`src/smc_pkg.sv`:
```
// Purpose: Shared constants for the serializer mode and reference clock
//          configuration registers.
// Assumes: Registers are reached over an 8-bit internal register port.
// Notes:   Timing counts are derived from the 40 MHz system clock.
package smc_pkg;

  // ----------------------------------------------------------------------
  // Register offsets
  // ----------------------------------------------------------------------
  localparam logic [7:0] ADDR_MODE     = 8'h03;
  localparam logic [7:0] ADDR_COMPAT   = 8'h04;
  localparam logic [7:0] ADDR_REFCLK   = 8'h05;

  // ----------------------------------------------------------------------
  // Field positions
  // ----------------------------------------------------------------------
  localparam int MODE_LSB      = 0;
  localparam int MODE_MSB      = 2;
  localparam int MODE_DONE_BIT = 3;
  localparam int OVERRIDE_BIT  = 4;
  localparam int MODE_RSV5_BIT = 5;
  localparam int MODE_RSV7_BIT = 7;
  localparam int RAW10_BIT     = 2;
  localparam int RAW12_BIT     = 1;
  localparam int LOCK_BIT      = 0;
  localparam int REFDIV_LSB    = 4;
  localparam int REFDIV_MSB    = 6;
  localparam int OSC_BIT       = 3;

  // ----------------------------------------------------------------------
  // Reset values
  // ----------------------------------------------------------------------
  localparam logic [7:0] MODE_REG_RST = 8'h00;
  localparam logic [7:0] COMPAT_RST   = 8'h00;
  localparam logic [7:0] REFCLK_RST   = 8'h03;
  localparam logic [2:0] STRAP_RST    = 3'h0;

  // ----------------------------------------------------------------------
  // Operating mode codes
  // ----------------------------------------------------------------------
  localparam logic [2:0] MODE_CSI_SYNC = 3'h0;
  localparam logic [2:0] MODE_RSVD     = 3'h1;
  localparam logic [2:0] MODE_CSI_EXT  = 3'h2;
  localparam logic [2:0] MODE_CSI_INT  = 3'h3;
  localparam logic [2:0] MODE_PV_EXT   = 3'h5;

  // Power-up sequencing states
  typedef enum logic [1:0] {
    PWR_DOWN   = 2'b00,
    PWR_SETTLE = 2'b01,
    PWR_DONE   = 2'b10
  } smc_pwr_t;

  // ----------------------------------------------------------------------
  // Timing
  // ----------------------------------------------------------------------
  localparam int CLK_MHZ         = 40;
  localparam int MODE_SETTLE_NS  = 1000;
  localparam int MODE_SETTLE_CYC = (MODE_SETTLE_NS * CLK_MHZ + 999) / 1000;
  localparam int CLK_LOSS_NS     = 6400;
  localparam int CLK_LOSS_CYC    = (CLK_LOSS_NS * CLK_MHZ + 999) / 1000;

  // Terminal count of the reference divider; reserved codes divide by 1
  function automatic logic [2:0] smc_div_last(input logic [2:0] sel);
    logic [2:0] last;
    last = 3'h0;
    if (sel == 3'h1) begin
      last = 3'h1;
    end else if (sel == 3'h2) begin
      last = 3'h3;
    end else if (sel == 3'h3) begin
      last = 3'h7;
    end
    return last;
  endfunction

endpackage

```
`src/smc_refdiv.sv`:
```
// Purpose: Divides reference clock edges into an internal reference tick.
// Assumes: ref_rise is a one-cycle pulse per reference clock rising edge.
// Notes:   Output tick is one system clock wide.
`timescale 1ns/1ps
module smc_refdiv (
  input  wire logic       clock,
  input  wire logic       arst_n,
  input  wire logic       ref_rise,
  input  wire logic [2:0] div_sel,
  output logic            ref_tick
);
  import smc_pkg::*;

  logic [2:0] count;
  logic [2:0] last;

  // ----------------------------------------------------------------------
  // Edge counter
  // ----------------------------------------------------------------------
  // Decode divide ratio 1/2/4/8 into a terminal count
  assign last = smc_div_last(div_sel);

  // Restart on terminal count so a ratio change takes effect promptly
  always_ff @(posedge clock or negedge arst_n) begin
    if (!arst_n) begin
      count    <= 3'h0;
      ref_tick <= 1'b0;
    end else begin
      ref_tick <= 1'b0;
      if (ref_rise) begin
        if (count >= last) begin
          count    <= 3'h0;
          ref_tick <= 1'b1;
        end else begin
          count <= count + 3'h1;
        end
      end
    end
  end

endmodule

```
`src/smc_mode_regs.sv`:
```
// Purpose: Mode selection and reference clock configuration registers.
// Assumes: Register port is driven by a local I2C target on this clock;
//          remote sub-mode loads arrive from control channel logic.
// Notes:   Strap and pin inputs are synchronised before use.
`timescale 1ns/1ps
module smc_mode_regs (
  input  wire logic       clock,
  input  wire logic       arst_n,
  input  wire logic       power_down_n_pin,
  input  wire logic [2:0] mode_strap,
  input  wire logic       reference_clock_input,
  input  wire logic       bcc_rx_lock,
  input  wire logic       bcc_load_valid,
  input  wire logic       bcc_raw10,
  input  wire logic       bcc_raw12,
  input  wire logic [7:0] reg_addr,
  input  wire logic       reg_wr,
  input  wire logic [7:0] reg_wdata,
  input  wire logic       reg_rd,
  output logic      [7:0] reg_rdata,
  output logic      [2:0] op_mode,
  output logic            mode_done,
  output logic            mode_sync_csi,
  output logic            mode_nonsync_ext,
  output logic            mode_nonsync_int,
  output logic            mode_parallel_compat,
  output logic            raw10_compat_select,
  output logic            raw12_compat_select,
  output logic      [2:0] refclk_input_divider,
  output logic            internal_ref_tick,
  output logic            ext_clock_detected,
  output logic            use_internal_osc,
  output logic            oscillator_band_select
);
  import smc_pkg::*;

  // ----------------------------------------------------------------------
  // Input synchronisers
  // ----------------------------------------------------------------------
  logic [2:0] strap_meta;
  logic [2:0] strap_sync;
  logic       pwrdn_meta;
  logic       pwrdn_sync;
  logic       pwrdn_prev;
  logic       ref_meta;
  logic       ref_sync;
  logic       ref_prev;

  // Pins are asynchronous; edge detectors look only at the second stage and its delayed copy
  always_ff @(posedge clock or negedge arst_n) begin
    if (!arst_n) begin
      strap_meta <= STRAP_RST;
      strap_sync <= STRAP_RST;
      pwrdn_meta <= 1'b0;
      pwrdn_sync <= 1'b0;
      pwrdn_prev <= 1'b0;
      ref_meta   <= 1'b0;
      ref_sync   <= 1'b0;
      ref_prev   <= 1'b0;
    end else begin
      strap_meta <= mode_strap;
      strap_sync <= strap_meta;
      pwrdn_meta <= power_down_n_pin;
      pwrdn_sync <= pwrdn_meta;
      pwrdn_prev <= pwrdn_sync;
      ref_meta   <= reference_clock_input;
      ref_sync   <= ref_meta;
      ref_prev   <= ref_sync;
    end
  end

  wire pwrdn_rise = pwrdn_sync & ~pwrdn_prev;
  wire ref_rise = ref_sync & ~ref_prev;

  // ----------------------------------------------------------------------
  // Power-up mode latch
  // ----------------------------------------------------------------------
  smc_pwr_t   pwr_state;
  smc_pwr_t   next_pwr_state;
  logic [2:0] strap_latched;
  logic [7:0] settle_cnt;

  // Strap is sampled once per power-up, so later strap wiggles are ignored
  always_comb begin
    next_pwr_state = pwr_state;
    case (pwr_state)
      PWR_DOWN: begin
        if (pwrdn_rise) begin
          next_pwr_state = PWR_SETTLE;
        end
      end
      PWR_SETTLE: begin
        if (!pwrdn_sync) begin
          next_pwr_state = PWR_DOWN;
        end else if (settle_cnt == 8'(MODE_SETTLE_CYC - 1)) begin
          next_pwr_state = PWR_DONE;
        end
      end
      PWR_DONE: begin
        if (!pwrdn_sync) begin
          next_pwr_state = PWR_DOWN;
        end
      end
      default: begin
        next_pwr_state = PWR_DOWN;
      end
    endcase
  end

  // State, settle timer and strap capture
  always_ff @(posedge clock or negedge arst_n) begin
    if (!arst_n) begin
      pwr_state     <= PWR_DOWN;
      settle_cnt    <= 8'h00;
      strap_latched <= STRAP_RST;
    end else begin
      pwr_state <= next_pwr_state;
      if (pwr_state == PWR_SETTLE) begin
        settle_cnt <= settle_cnt + 8'h01;
      end else begin
        settle_cnt <= 8'h00;
      end
      if (pwr_state == PWR_DOWN && pwrdn_rise) begin
        strap_latched <= strap_sync;
      end
    end
  end

  assign mode_done = (pwr_state == PWR_DONE);

  // ----------------------------------------------------------------------
  // Register storage
  // ----------------------------------------------------------------------
  logic       mode_rsv7;
  logic       mode_rsv5;
  logic       strap_override_enable;
  logic [2:0] mode_reg;
  logic [7:0] compat_reg;
  logic [7:0] refclk_reg;

  wire wr_mode   = reg_wr && (reg_addr == ADDR_MODE);
  wire wr_compat = reg_wr && (reg_addr == ADDR_COMPAT);
  wire wr_refclk = reg_wr && (reg_addr == ADDR_REFCLK);
  // Mode field accepts data only when the same write keeps override set
  wire wr_mode_field = wr_mode && reg_wdata[OVERRIDE_BIT];
  // Remote load is refused while software holds the lock bit
  wire remote_load = bcc_load_valid && bcc_rx_lock
                     && !compat_reg[LOCK_BIT];

  // Mode select register
  always_ff @(posedge clock or negedge arst_n) begin
    if (!arst_n) begin
      mode_rsv7             <= MODE_REG_RST[MODE_RSV7_BIT];
      mode_rsv5             <= MODE_REG_RST[MODE_RSV5_BIT];
      strap_override_enable <= MODE_REG_RST[OVERRIDE_BIT];
      mode_reg              <= MODE_REG_RST[MODE_MSB:MODE_LSB];
    end else if (wr_mode) begin
      mode_rsv7             <= reg_wdata[MODE_RSV7_BIT];
      mode_rsv5             <= reg_wdata[MODE_RSV5_BIT];
      strap_override_enable <= reg_wdata[OVERRIDE_BIT];
      if (wr_mode_field) begin
        mode_reg <= reg_wdata[MODE_MSB:MODE_LSB];
      end
    end
  end

  // Sub-mode register; a local write wins over a remote load
  always_ff @(posedge clock or negedge arst_n) begin
    if (!arst_n) begin
      compat_reg <= COMPAT_RST;
    end else if (wr_compat) begin
      compat_reg <= reg_wdata;
    end else if (remote_load) begin
      compat_reg[RAW10_BIT] <= bcc_raw10;
      compat_reg[RAW12_BIT] <= bcc_raw12;
    end
  end

  // Reference clock control register
  always_ff @(posedge clock or negedge arst_n) begin
    if (!arst_n) begin
      refclk_reg <= REFCLK_RST;
    end else if (wr_refclk) begin
      refclk_reg <= reg_wdata;
    end
  end

  // ----------------------------------------------------------------------
  // Mode decode and outputs
  // ----------------------------------------------------------------------
  // Field always shows the active mode: strap unless overridden
  assign op_mode = strap_override_enable ? mode_reg
                                         : strap_latched;
  assign mode_sync_csi        = (op_mode == MODE_CSI_SYNC);
  assign mode_nonsync_ext     = (op_mode == MODE_CSI_EXT);
  assign mode_nonsync_int     = (op_mode == MODE_CSI_INT);
  assign mode_parallel_compat = (op_mode == MODE_PV_EXT);
  assign raw10_compat_select  = compat_reg[RAW10_BIT];
  assign raw12_compat_select  = compat_reg[RAW12_BIT];
  assign refclk_input_divider = refclk_reg[REFDIV_MSB:REFDIV_LSB];
  assign oscillator_band_select = refclk_reg[OSC_BIT];

  // ----------------------------------------------------------------------
  // Reference clock presence and divider
  // ----------------------------------------------------------------------
  logic [8:0] loss_cnt;

  // Counts cycles since the last reference edge, saturating at the limit
  always_ff @(posedge clock or negedge arst_n) begin
    if (!arst_n) begin
      loss_cnt <= 9'(CLK_LOSS_CYC);
    end else if (ref_rise) begin
      loss_cnt <= 9'h000;
    end else if (loss_cnt < 9'(CLK_LOSS_CYC)) begin
      loss_cnt <= loss_cnt + 9'h001;
    end
  end

  assign ext_clock_detected = (loss_cnt < 9'(CLK_LOSS_CYC));
  // Oscillator takes over for always-on mode or a missing clock
  assign use_internal_osc = mode_nonsync_int
                            || !ext_clock_detected;

  smc_refdiv u_refdiv (
    .clock    (clock),
    .arst_n   (arst_n),
    .ref_rise (ref_rise),
    .div_sel  (refclk_input_divider),
    .ref_tick (internal_ref_tick)
  );

  // ----------------------------------------------------------------------
  // Read path
  // ----------------------------------------------------------------------
  wire [7:0] mode_rd_val = {mode_rsv7, 1'b0, mode_rsv5,
                            strap_override_enable, mode_done, op_mode};
  wire [7:0] rd_mux = (reg_addr == ADDR_MODE)     ? mode_rd_val :
                      (reg_addr == ADDR_COMPAT)   ? compat_reg  :
                      (reg_addr == ADDR_REFCLK)   ? refclk_reg  :
                                                    8'h00;

  // Read data registered one cycle after the strobe, held until next read
  always_ff @(posedge clock or negedge arst_n) begin
    if (!arst_n) begin
      reg_rdata <= 8'h00;
    end else if (reg_rd) begin
      reg_rdata <= rd_mux;
    end
  end

endmodule

```
`config.mk`:
```
export PLATFORM = sky130hd
export DESIGN_NAME = smc_mode_regs
export DESIGN_NICKNAME = d
export VERILOG_FILES = /design/src/smc_pkg.sv /design/src/smc_refdiv.sv /design/src/smc_mode_regs.sv
export SDC_FILE = /design/constraint.sdc
export NUM_CORES = 1
export LEC_CHECK = 0
export BUFFER_PORTS_ARGS = -buffer_cell sky130_fd_sc_hd__buf_2
export CAP_MARGIN = 15
export CORE_MARGIN = 2
export CORE_UTILIZATION = 49
export DETAILED_ROUTE_END_ITERATION = 6
export GPL_TIMING_DRIVEN = 1
export PLACE_DENSITY = 0.84
export RECOVER_POWER = 100
export SLEW_MARGIN = 40
export SYNTH_ARGS = -nofsm -noshare
export SYNTH_HDL_FRONTEND = slang
export SYNTH_SLANG_ARGS = --single-unit
export TNS_END_PERCENT = 50
```
`constraint.sdc`:
```
create_clock -name clock -period 1.4 [get_ports clock]
set_input_delay 0.21 -clock clock [delete_from_list [all_inputs] [get_ports clock]]
set_output_delay 0.21 -clock clock [all_outputs]
set_load 0.01 [all_outputs]
```
==> flow_metrics.env, run 1 <==
export IMPL_fin_crit_ns=1.805
export IMPL_finalSetupViolations=17
export IMPL_yosysUniqueCellTypes=46
export IMPL_fmax_mhz=554.0
export IMPL_overflow=0
export IMPL_syn_nets=295
export IMPL_vias_per_cell=5.573
export IMPL_regMostFlops="loss_cnt"
export IMPL_clock_skew_ns=0.01475
export IMPL_cts_tree="built"
export IMPL_firstDrtPassIters=4
export IMPL_area_growth_pct=31.83
export IMPL_relSlewSlack_pct=57.76
export IMPL_power_mw=4.413
export IMPL_worst_pin_slew_ns=0.6335
export IMPL_drt_wirelength_per_cell_um=17.18
export IMPL_num_io_pins=54
export IMPL_grt_pass1_wl_um=12560
export IMPL_clkSinkCount=68
export IMPL_grt_usage_pct=22.63
export IMPL_synth_seq_cells=68
export IMPL_synth_seq_area_share_pct=55.05
export IMPL_rsz0062_at_grt="yes"
export IMPL_hpwl_um=5300
export IMPL_cts_inserted_buffers=9
export IMPL_insertion_delay_ns=0.34
export IMPL_powerDensity_nw_per_um2=1081
export IMPL_ys_top_cells_by_area="dfrtp_1 53%, mux2_2 9.8%, dfstp_2 2.5%"
export IMPL_period_share_pct=128.9
export IMPL_die_w_um=83.52
export IMPL_violations="negative setup slack"
export IMPL_portBuffers=53
export IMPL_ff_latch_area_um2=1707
export IMPL_fillerInstances=462
export IMPL_yosys_area_top_type="dfrtp_1"
export IMPL_fp_dieH_um=83.52
export IMPL_drt_iter0_drc=220
export IMPL_antenna_found_initial=0
export IMPL_wl_um=7733
export IMPL_largest_reg_flops=9
export IMPL_start_util_pct=51.41
export IMPL_synth_area_um2=3098
export IMPL_clockRootBuffer="clkbuf_8"
export IMPL_synth_top_area_share_pct=52.50
export IMPL_grt_max_degree=27
export IMPL_drv_cap=0
export IMPL_async_flop_share_pct=100.0
export IMPL_hp_class="in2reg"
export IMPL_critPathRequiredTime_ns=1.19
export IMPL_synth_area_per_cell_um2=11.92
export IMPL_ys_warn_count=0
export IMPL_gp_congestion=0.8338
export IMPL_antenna_cells=0
export IMPL_rows=28
export IMPL_cp_arrival_ns=1.60
export IMPL_drc_errors=0
export IMPL_fin_ws_ns=-0.4050
export IMPL_cts_htree_levels=3
export IMPL_synth_edf_count=0
export IMPL_coreArea_um2=6026
export IMPL_multiInputGateArea_um2=1371
export IMPL_hold_violations=0
export IMPL_vdd_drop_max_mv=0.9318
export IMPL_whs_ns=0.1232
export IMPL_leakage_nw=1.904
export IMPL_vias=2508
export IMPL_dieArea_um2=6975
export IMPL_start_kind="flip-flop"
export IMPL_final_antenna_net_count=0
export IMPL_critPathKind="reg2out"
export IMPL_worstPathMaxFanout=4
export IMPL_fin_nets=405
export IMPL_path_clk_slew_ns=0.07
export IMPL_drive_gt1_share_pct=40.80
export IMPL_netlist_instances=260
export IMPL_worstSetupEndpointType="output port"
export IMPL_status="complete, but fails checks"
export IMPL_grt_pass1_vias=2630
export IMPL_maxSlewViolCount=0
export IMPL_cts_buffer_depth=2
export IMPL_synth_ff_type="dfrtp_1"
==> cell usage in the layout, fill, tap and decap left out, drive strengths merged, types with 7 or more instances in the layout <==
cell    instances
a21oi          14
buf            72
o21ai           9
nand2b         10
nor3           10
nor2           13
clkbuf         46
o41ai           7
dfrtp          65
nand2          12
inv             7
a211oi          7
mux2           27
==> synth_stat cells, drive strengths merged, types with 3 or more instances <==
cell type	instances
nand2	12
buf	8
nand3	5
a21oi	14
nor2	13
nor3	10
mux2	27
inv	7
ha	6
nand4	5
or3	4
dfstp	3
clkbuf	3
o41ai	7
dfrtp	65
o21ai	9
xor2	5
nor2b	6
a211oi	7
or4	3
and2	3
nand2b	10
mux2i	4
==> worst max-delay path: stages, from the launching register on <==
cell and delay [ns]:
dfrtp_2 0.45, mux2i_2 0.36, buf_4 0.19, nand2_1 0.06, nor2_1 0.08, buf_2 0.13
==> path summary, 6_finish.rpt <==
kind	start	to	slack, ns	cells after the start
max in group asynchronous	arst_n	strap_override_enable$_DFFE_PN0P_	0.12	3
min	reg_wdata[6]	compat_reg[6]$_DFFE_PN0P_	0.12	2
min in group asynchronous	arst_n	settle_cnt[5]$_DFF_PN0_	0.43	2
min reg2reg	strap_meta[0]$_DFF_PN0_	strap_sync[0]$_DFF_PN0_	0.35	0
max reg2reg	strap_override_enable$_DFFE_PN0P_	reg_rdata[0]$_DFFE_PN0P_	-0.08	5
max	strap_override_enable$_DFFE_PN0P_	mode_nonsync_ext	-0.41	5
==> stage by stage <==
step	utilization (%)	area [µm²]	worst slack [ns]	TNS, ns	std cells
final	67.77	4084	-0.4050	-2.886	450
after floorplan	-	3108	-0.1651	-0.8373	260
after detailed placement	62.69	3777	-0.2994	-6.396	423
after CTS	67.57	4071	-0.4512	-2.826	446
after global placement	62.69	3777	-0.2474	-5.164	423
after global routing	67.77	4084	-0.5113	-5.077	450
==> what timing repair did <==
action | CTS | global route
hold endpoints to repair | 20 | 0
hold buffers | 6 | 0
buffers inserted | 2 | 4
pin swaps | 2 | 5
resized for setup | 15 | 18
cloned | 0 | 0
setup endpoints to repair | 18 | 20
==> area by class of cell <==
type | count | area share, %
Clock buffer | 14 | 3.983
Clock inverter | 2 | 0.2451
Inverter | 8 | 0.7353
Multi-Input combinational cell | 173 | 33.58
Sequential cell | 68 | 41.79
Tap cell | 75 | 2.298
Timing Repair Buffer | 110 | 17.37
==> metal layers <==
| metal | vias to the layer above | part of all wire (%) | routed length, µm | track usage, % |
|---|---|---|---|---|
| met5 | - | 0 | 0 | 0 |
| met4 | 0 | 1.5 | 114 | 9.677 |
| met3 | 14 | 4.3 | 336 | 3.858 |
| met2 | 80 | 54 | 4139 | 39.44 |
| met1 | 1244 | 41 | 3143 | 27.79 |
| li1 | 1170 | - | - | - |
==> where the power goes <==
group	switching (mW)	internal, mW	total [mW]
clock network	0.702	0.737	1.44
logic	0.381	0.384	0.766
registers	0.112	2.10	2.21
total	1.20	3.22	4.41
==> logic make-up (layout without fill, tap and decap cells) <==
group	after synthesis	in the layout	share of synthesized area, %
and+or+nand+nor	84	84	16.72
xor gates and xnor gates	7	7	1.979
adders and majority gates	6	6	2.423
buffers and inverters	19	134	3.271
muxes	31	31	11.11
DFF	68	68	55.05
AOI/OAI and AO/OA	45	45	9.451
Note: power is estimated with default switching activity, not from simulation.
==> run 2: changes to the inputs <==
--- a/config.mk
+++ b/config.mk
@@ -5,6 +5,7 @@
 export SDC_FILE = /design/constraint.sdc
 export NUM_CORES = 1
 export LEC_CHECK = 0
+export ABC_AREA = 1
 export BUFFER_PORTS_ARGS = -buffer_cell sky130_fd_sc_hd__buf_2
 export CAP_MARGIN = 15
 export CORE_MARGIN = 2
==> run 2 against run 1 <==
  * The flow still finishes with violations (negative setup slack)
  * Design area decreased by 3.4%
  * Synthesized cell count is 44% higher
  * Utilization is 5.7 points lower
  * Sequential power is 2% higher
  * Via count increased by 9.9%
  * Largest power group unchanged
  * Die area increased by 3.9%
  * Fmax up 6.0%
  * Sequential share of layout area increased by 1.5 points
  * Synthesized area grew 4.1%
  * Clock skew is 0.0078 ns lower
  * Clock-buffer cell count decreased by 2
  * Global-route usage fell by 2.2 points
==> flow_metrics.env, run 2 <==
export IMPL_status="complete, but fails checks"
export IMPL_violations="negative setup slack"
export IMPL_start_kind="flip-flop"
export IMPL_synth_seq_area_share_pct=52.89
export IMPL_yosysUniqueCellTypes=35
export IMPL_syn_nets=409
export IMPL_portBuffers=53
export IMPL_final_antenna_net_count=0
export IMPL_worstSetupEndpointType="output port"
export IMPL_grt_pass1_wl_um=11450
export IMPL_drt_wirelength_per_cell_um=13.22
export IMPL_gp_congestion=0.8871
export IMPL_powerDensity_nw_per_um2=1144
export IMPL_fin_ws_ns=-0.3026
export IMPL_cts_htree_levels=3
export IMPL_vias=2757
export IMPL_cts_buffer_depth=2
export IMPL_worst_path_buf_inv=2
export IMPL_synth_most_common_cell="nand2_1"
export IMPL_period_share_pct=121.6
export IMPL_netlist_instances=374
export IMPL_fp_dieH_um=85.12
export IMPL_wl_met3_um=416
export IMPL_drt_iter0_drc=142
export IMPL_critPathRequiredTime_ns=1.19
export IMPL_relSlewSlack_pct=41.53
export IMPL_worstPathMaxFanout=5
export IMPL_met2_length_um=3549
export IMPL_rsz0062_at_grt="yes"
export IMPL_power_mw=4.510
export IMPL_synth_ff_type="dfrtp_1"
export IMPL_fin_crit_ns=1.703
export IMPL_fin_setup_tns_ns=-2.022
export IMPL_path_delay_family="flip-flops"
export IMPL_cpMaxStageDelayCell="dfrtp_2"
export IMPL_yosys_area_top_type="dfrtp_1"
export IMPL_hp_class="in2reg"
export IMPL_hpwl_um=5077
export IMPL_clockRootBuffer="clkbuf_8"
export IMPL_largest_reg_flops=9
export IMPL_rows=29
export IMPL_dieArea_um2=7245
export IMPL_drive_gt1_share_pct=24.24
export IMPL_vias_per_cell=5.115
export IMPL_stdcell_count=539
export IMPL_hold_violations=0
export IMPL_m1WireLength_um=3075
export IMPL_drc_errors=0
export IMPL_path_clk_slew_ns=0.07
export IMPL_antenna_found_initial=0
export IMPL_max_stage_delay_ns=0.45
export IMPL_coreArea_um2=6350
export IMPL_path_cells="inv_2 -> nand2_2 -> o21ai_4 -> nor3_4 -> or2_1 -> buf_2"
export IMPL_dp_slack_ns=-0.07731
export IMPL_grt_max_degree=69
export IMPL_synth_common_cells="102 x nand2_1, 65 x dfrtp_1, 43 x inv_1"
export IMPL_synth_seq_cells=68
export IMPL_synth_top_area_share_pct=50.45
export IMPL_worst_pin_slew_ns=0.8770
export IMPL_insertion_delay_ns=0.35
export IMPL_drv_cap=0
export IMPL_antenna_cells=0
export IMPL_overflow=0
export IMPL_regMostFlops="loss_cnt"
export IMPL_most_common_layout_cells="100 x nand2_1, 64 x dfrtp_1, 42 x inv_1"
export IMPL_die_w_um=85.12
export IMPL_vdd_drop_max_mv=0.8137
export IMPL_async_flop_share_pct=100.0
export IMPL_grt_pass1_vias=2583
export IMPL_cp_arrival_ns=1.49
export IMPL_layout_commonest_cell="nand2_1"
export IMPL_finalSetupViolations=13
export IMPL_ys_warn_count=0
export IMPL_place_inst=510
export IMPL_cts_tree="built"
export IMPL_fin_nets=492
export IMPL_cts_inserted_buffers=9
export IMPL_leakage_nw=2.061
export IMPL_ys_top_cells_by_area="dfrtp_1 50%, nand2_1 12%, nand3_1 5.6%"
export IMPL_firstDrtPassIters=4
export IMPL_wl_um=7123
export IMPL_grt_usage_pct=20.45
export IMPL_fillerInstances=552
export IMPL_fmax_mhz=587.3
export IMPL_maxSlewViolCount=0
export IMPL_top_layer="met4"
export IMPL_num_io_pins=54
export IMPL_critPathKind="reg2out"
export IMPL_synth_area_um2=3224
export IMPL_area_growth_pct=22.31
export IMPL_synth_area_per_cell_um2=8.621
export IMPL_clkSinkCount=68
export IMPL_start_util_pct=50.78
export IMPL_clock_skew_ns=0.006915
export IMPL_synth_edf_count=0
==> run 2: cells by family (layout without fill, tap and decap cells) <==
| group | Yosys count | count (layout) | share of synthesized area [%] |
|---|---|---|---|
| xor+xnor | 2 | 2 | 0.5434 |
| compound gates | 42 | 42 | 7.218 |
| mux | 3 | 3 | 1.048 |
| flops | 68 | 68 | 52.89 |
| buf+inv | 56 | 144 | 7.800 |
| fa+ha+maj | 6 | 6 | 2.328 |
| simple gates | 197 | 197 | 28.17 |
==> run 2: path summary, 6_finish.rpt <==
check / to / cells after the start / startpoint / slack, ns
max in group asynchronous: strap_override_enable$_DFFE_PN0P_ / 3 / arst_n / 0.15
hold reg to reg: pwrdn_sync$_DFF_PN0_ / 0 / pwrdn_meta$_DFF_PN0_ / 0.35
min in group asynchronous: u_refdiv.count[2]$_DFFE_PN0P_ / 3 / arst_n / 0.63
hold / removal: refclk_reg[0]$_DFFE_PN1P_ / 3 / reg_wdata[0] / 0.08
setup reg to reg: u_refdiv.count[2]$_DFFE_PN0P_ / 8 / refclk_reg[6]$_DFFE_PN0P_ / -0.09
setup / recovery: use_internal_osc / 6 / strap_override_enable$_DFFE_PN0P_ / -0.30
==> run 2: worst reg2reg max path, cell delays in order (launching register included) <==
cell	delay, ns
dfrtp_1	0.40
inv_2	0.09
nand3_2	0.09
ha_4	0.30
nand2_2	0.04
o211ai_1	0.26
nand2_1	0.11
inv_2	0.07
nor2_1	0.04
==> run 2: metrics by stage <==
| stage | area [µm²] | utilization [%] | hold slack (ns) |
|---|---|---|---|
| final | 3944 | 62.11 | 0.07895 |
| after global routing | 3944 | 62.11 | 0.07136 |
| after CTS | 3964 | 62.42 | 0.06287 |
| after detailed placement | 3631 | 57.18 | 0.2532 |
| after global placement | 3631 | 57.18 | 0.2538 |
| after floorplan | 3224 | - | -0.08559 |
==> run 2: report_power, final <==
part | internal, mW | switching [mW]
logic | 0.273 | 0.349
registers | 2.12 | 0.127
clock network | 0.914 | 0.726
total | 3.31 | 1.20
==> run 2: area by class of cell <==
class / count / area [µm²] / area share (%)
Timing Repair Buffer: 79 / 452.9 / 11.48
Inverter: 49 / 191.4 / 4.854
Tap cell: 77 / 96.34 / 2.443
Clock buffer: 12 / 155.1 / 3.934
Sequential cell: 68 / 1707 / 43.27
Multi-Input combinational cell: 250 / 1294 / 32.80
Clock inverter: 4 / 47.55 / 1.206
==> run 2: timing repair <==
| action | CTS | global route |
|---|---|---|
| gates resized for setup | 13 | 15 |
| hold endpoints to repair | 70 | 0 |
| setup buffers | 5 | 3 |
| setup endpoints to repair | 13 | 15 |
| pin swaps | 7 | 6 |
| hold buffers | 6 | 0 |
==> run 2: layer usage <==
| layer | track usage, % | vias to the layer above |
|---|---|---|
| met3 | 6.712 | 8 |
| met5 | 0 | - |
| met2 | 33.38 | 82 |
| met1 | 26.06 | 1308 |
| li1 | - | 1359 |
| met4 | 6.205 | 0 |
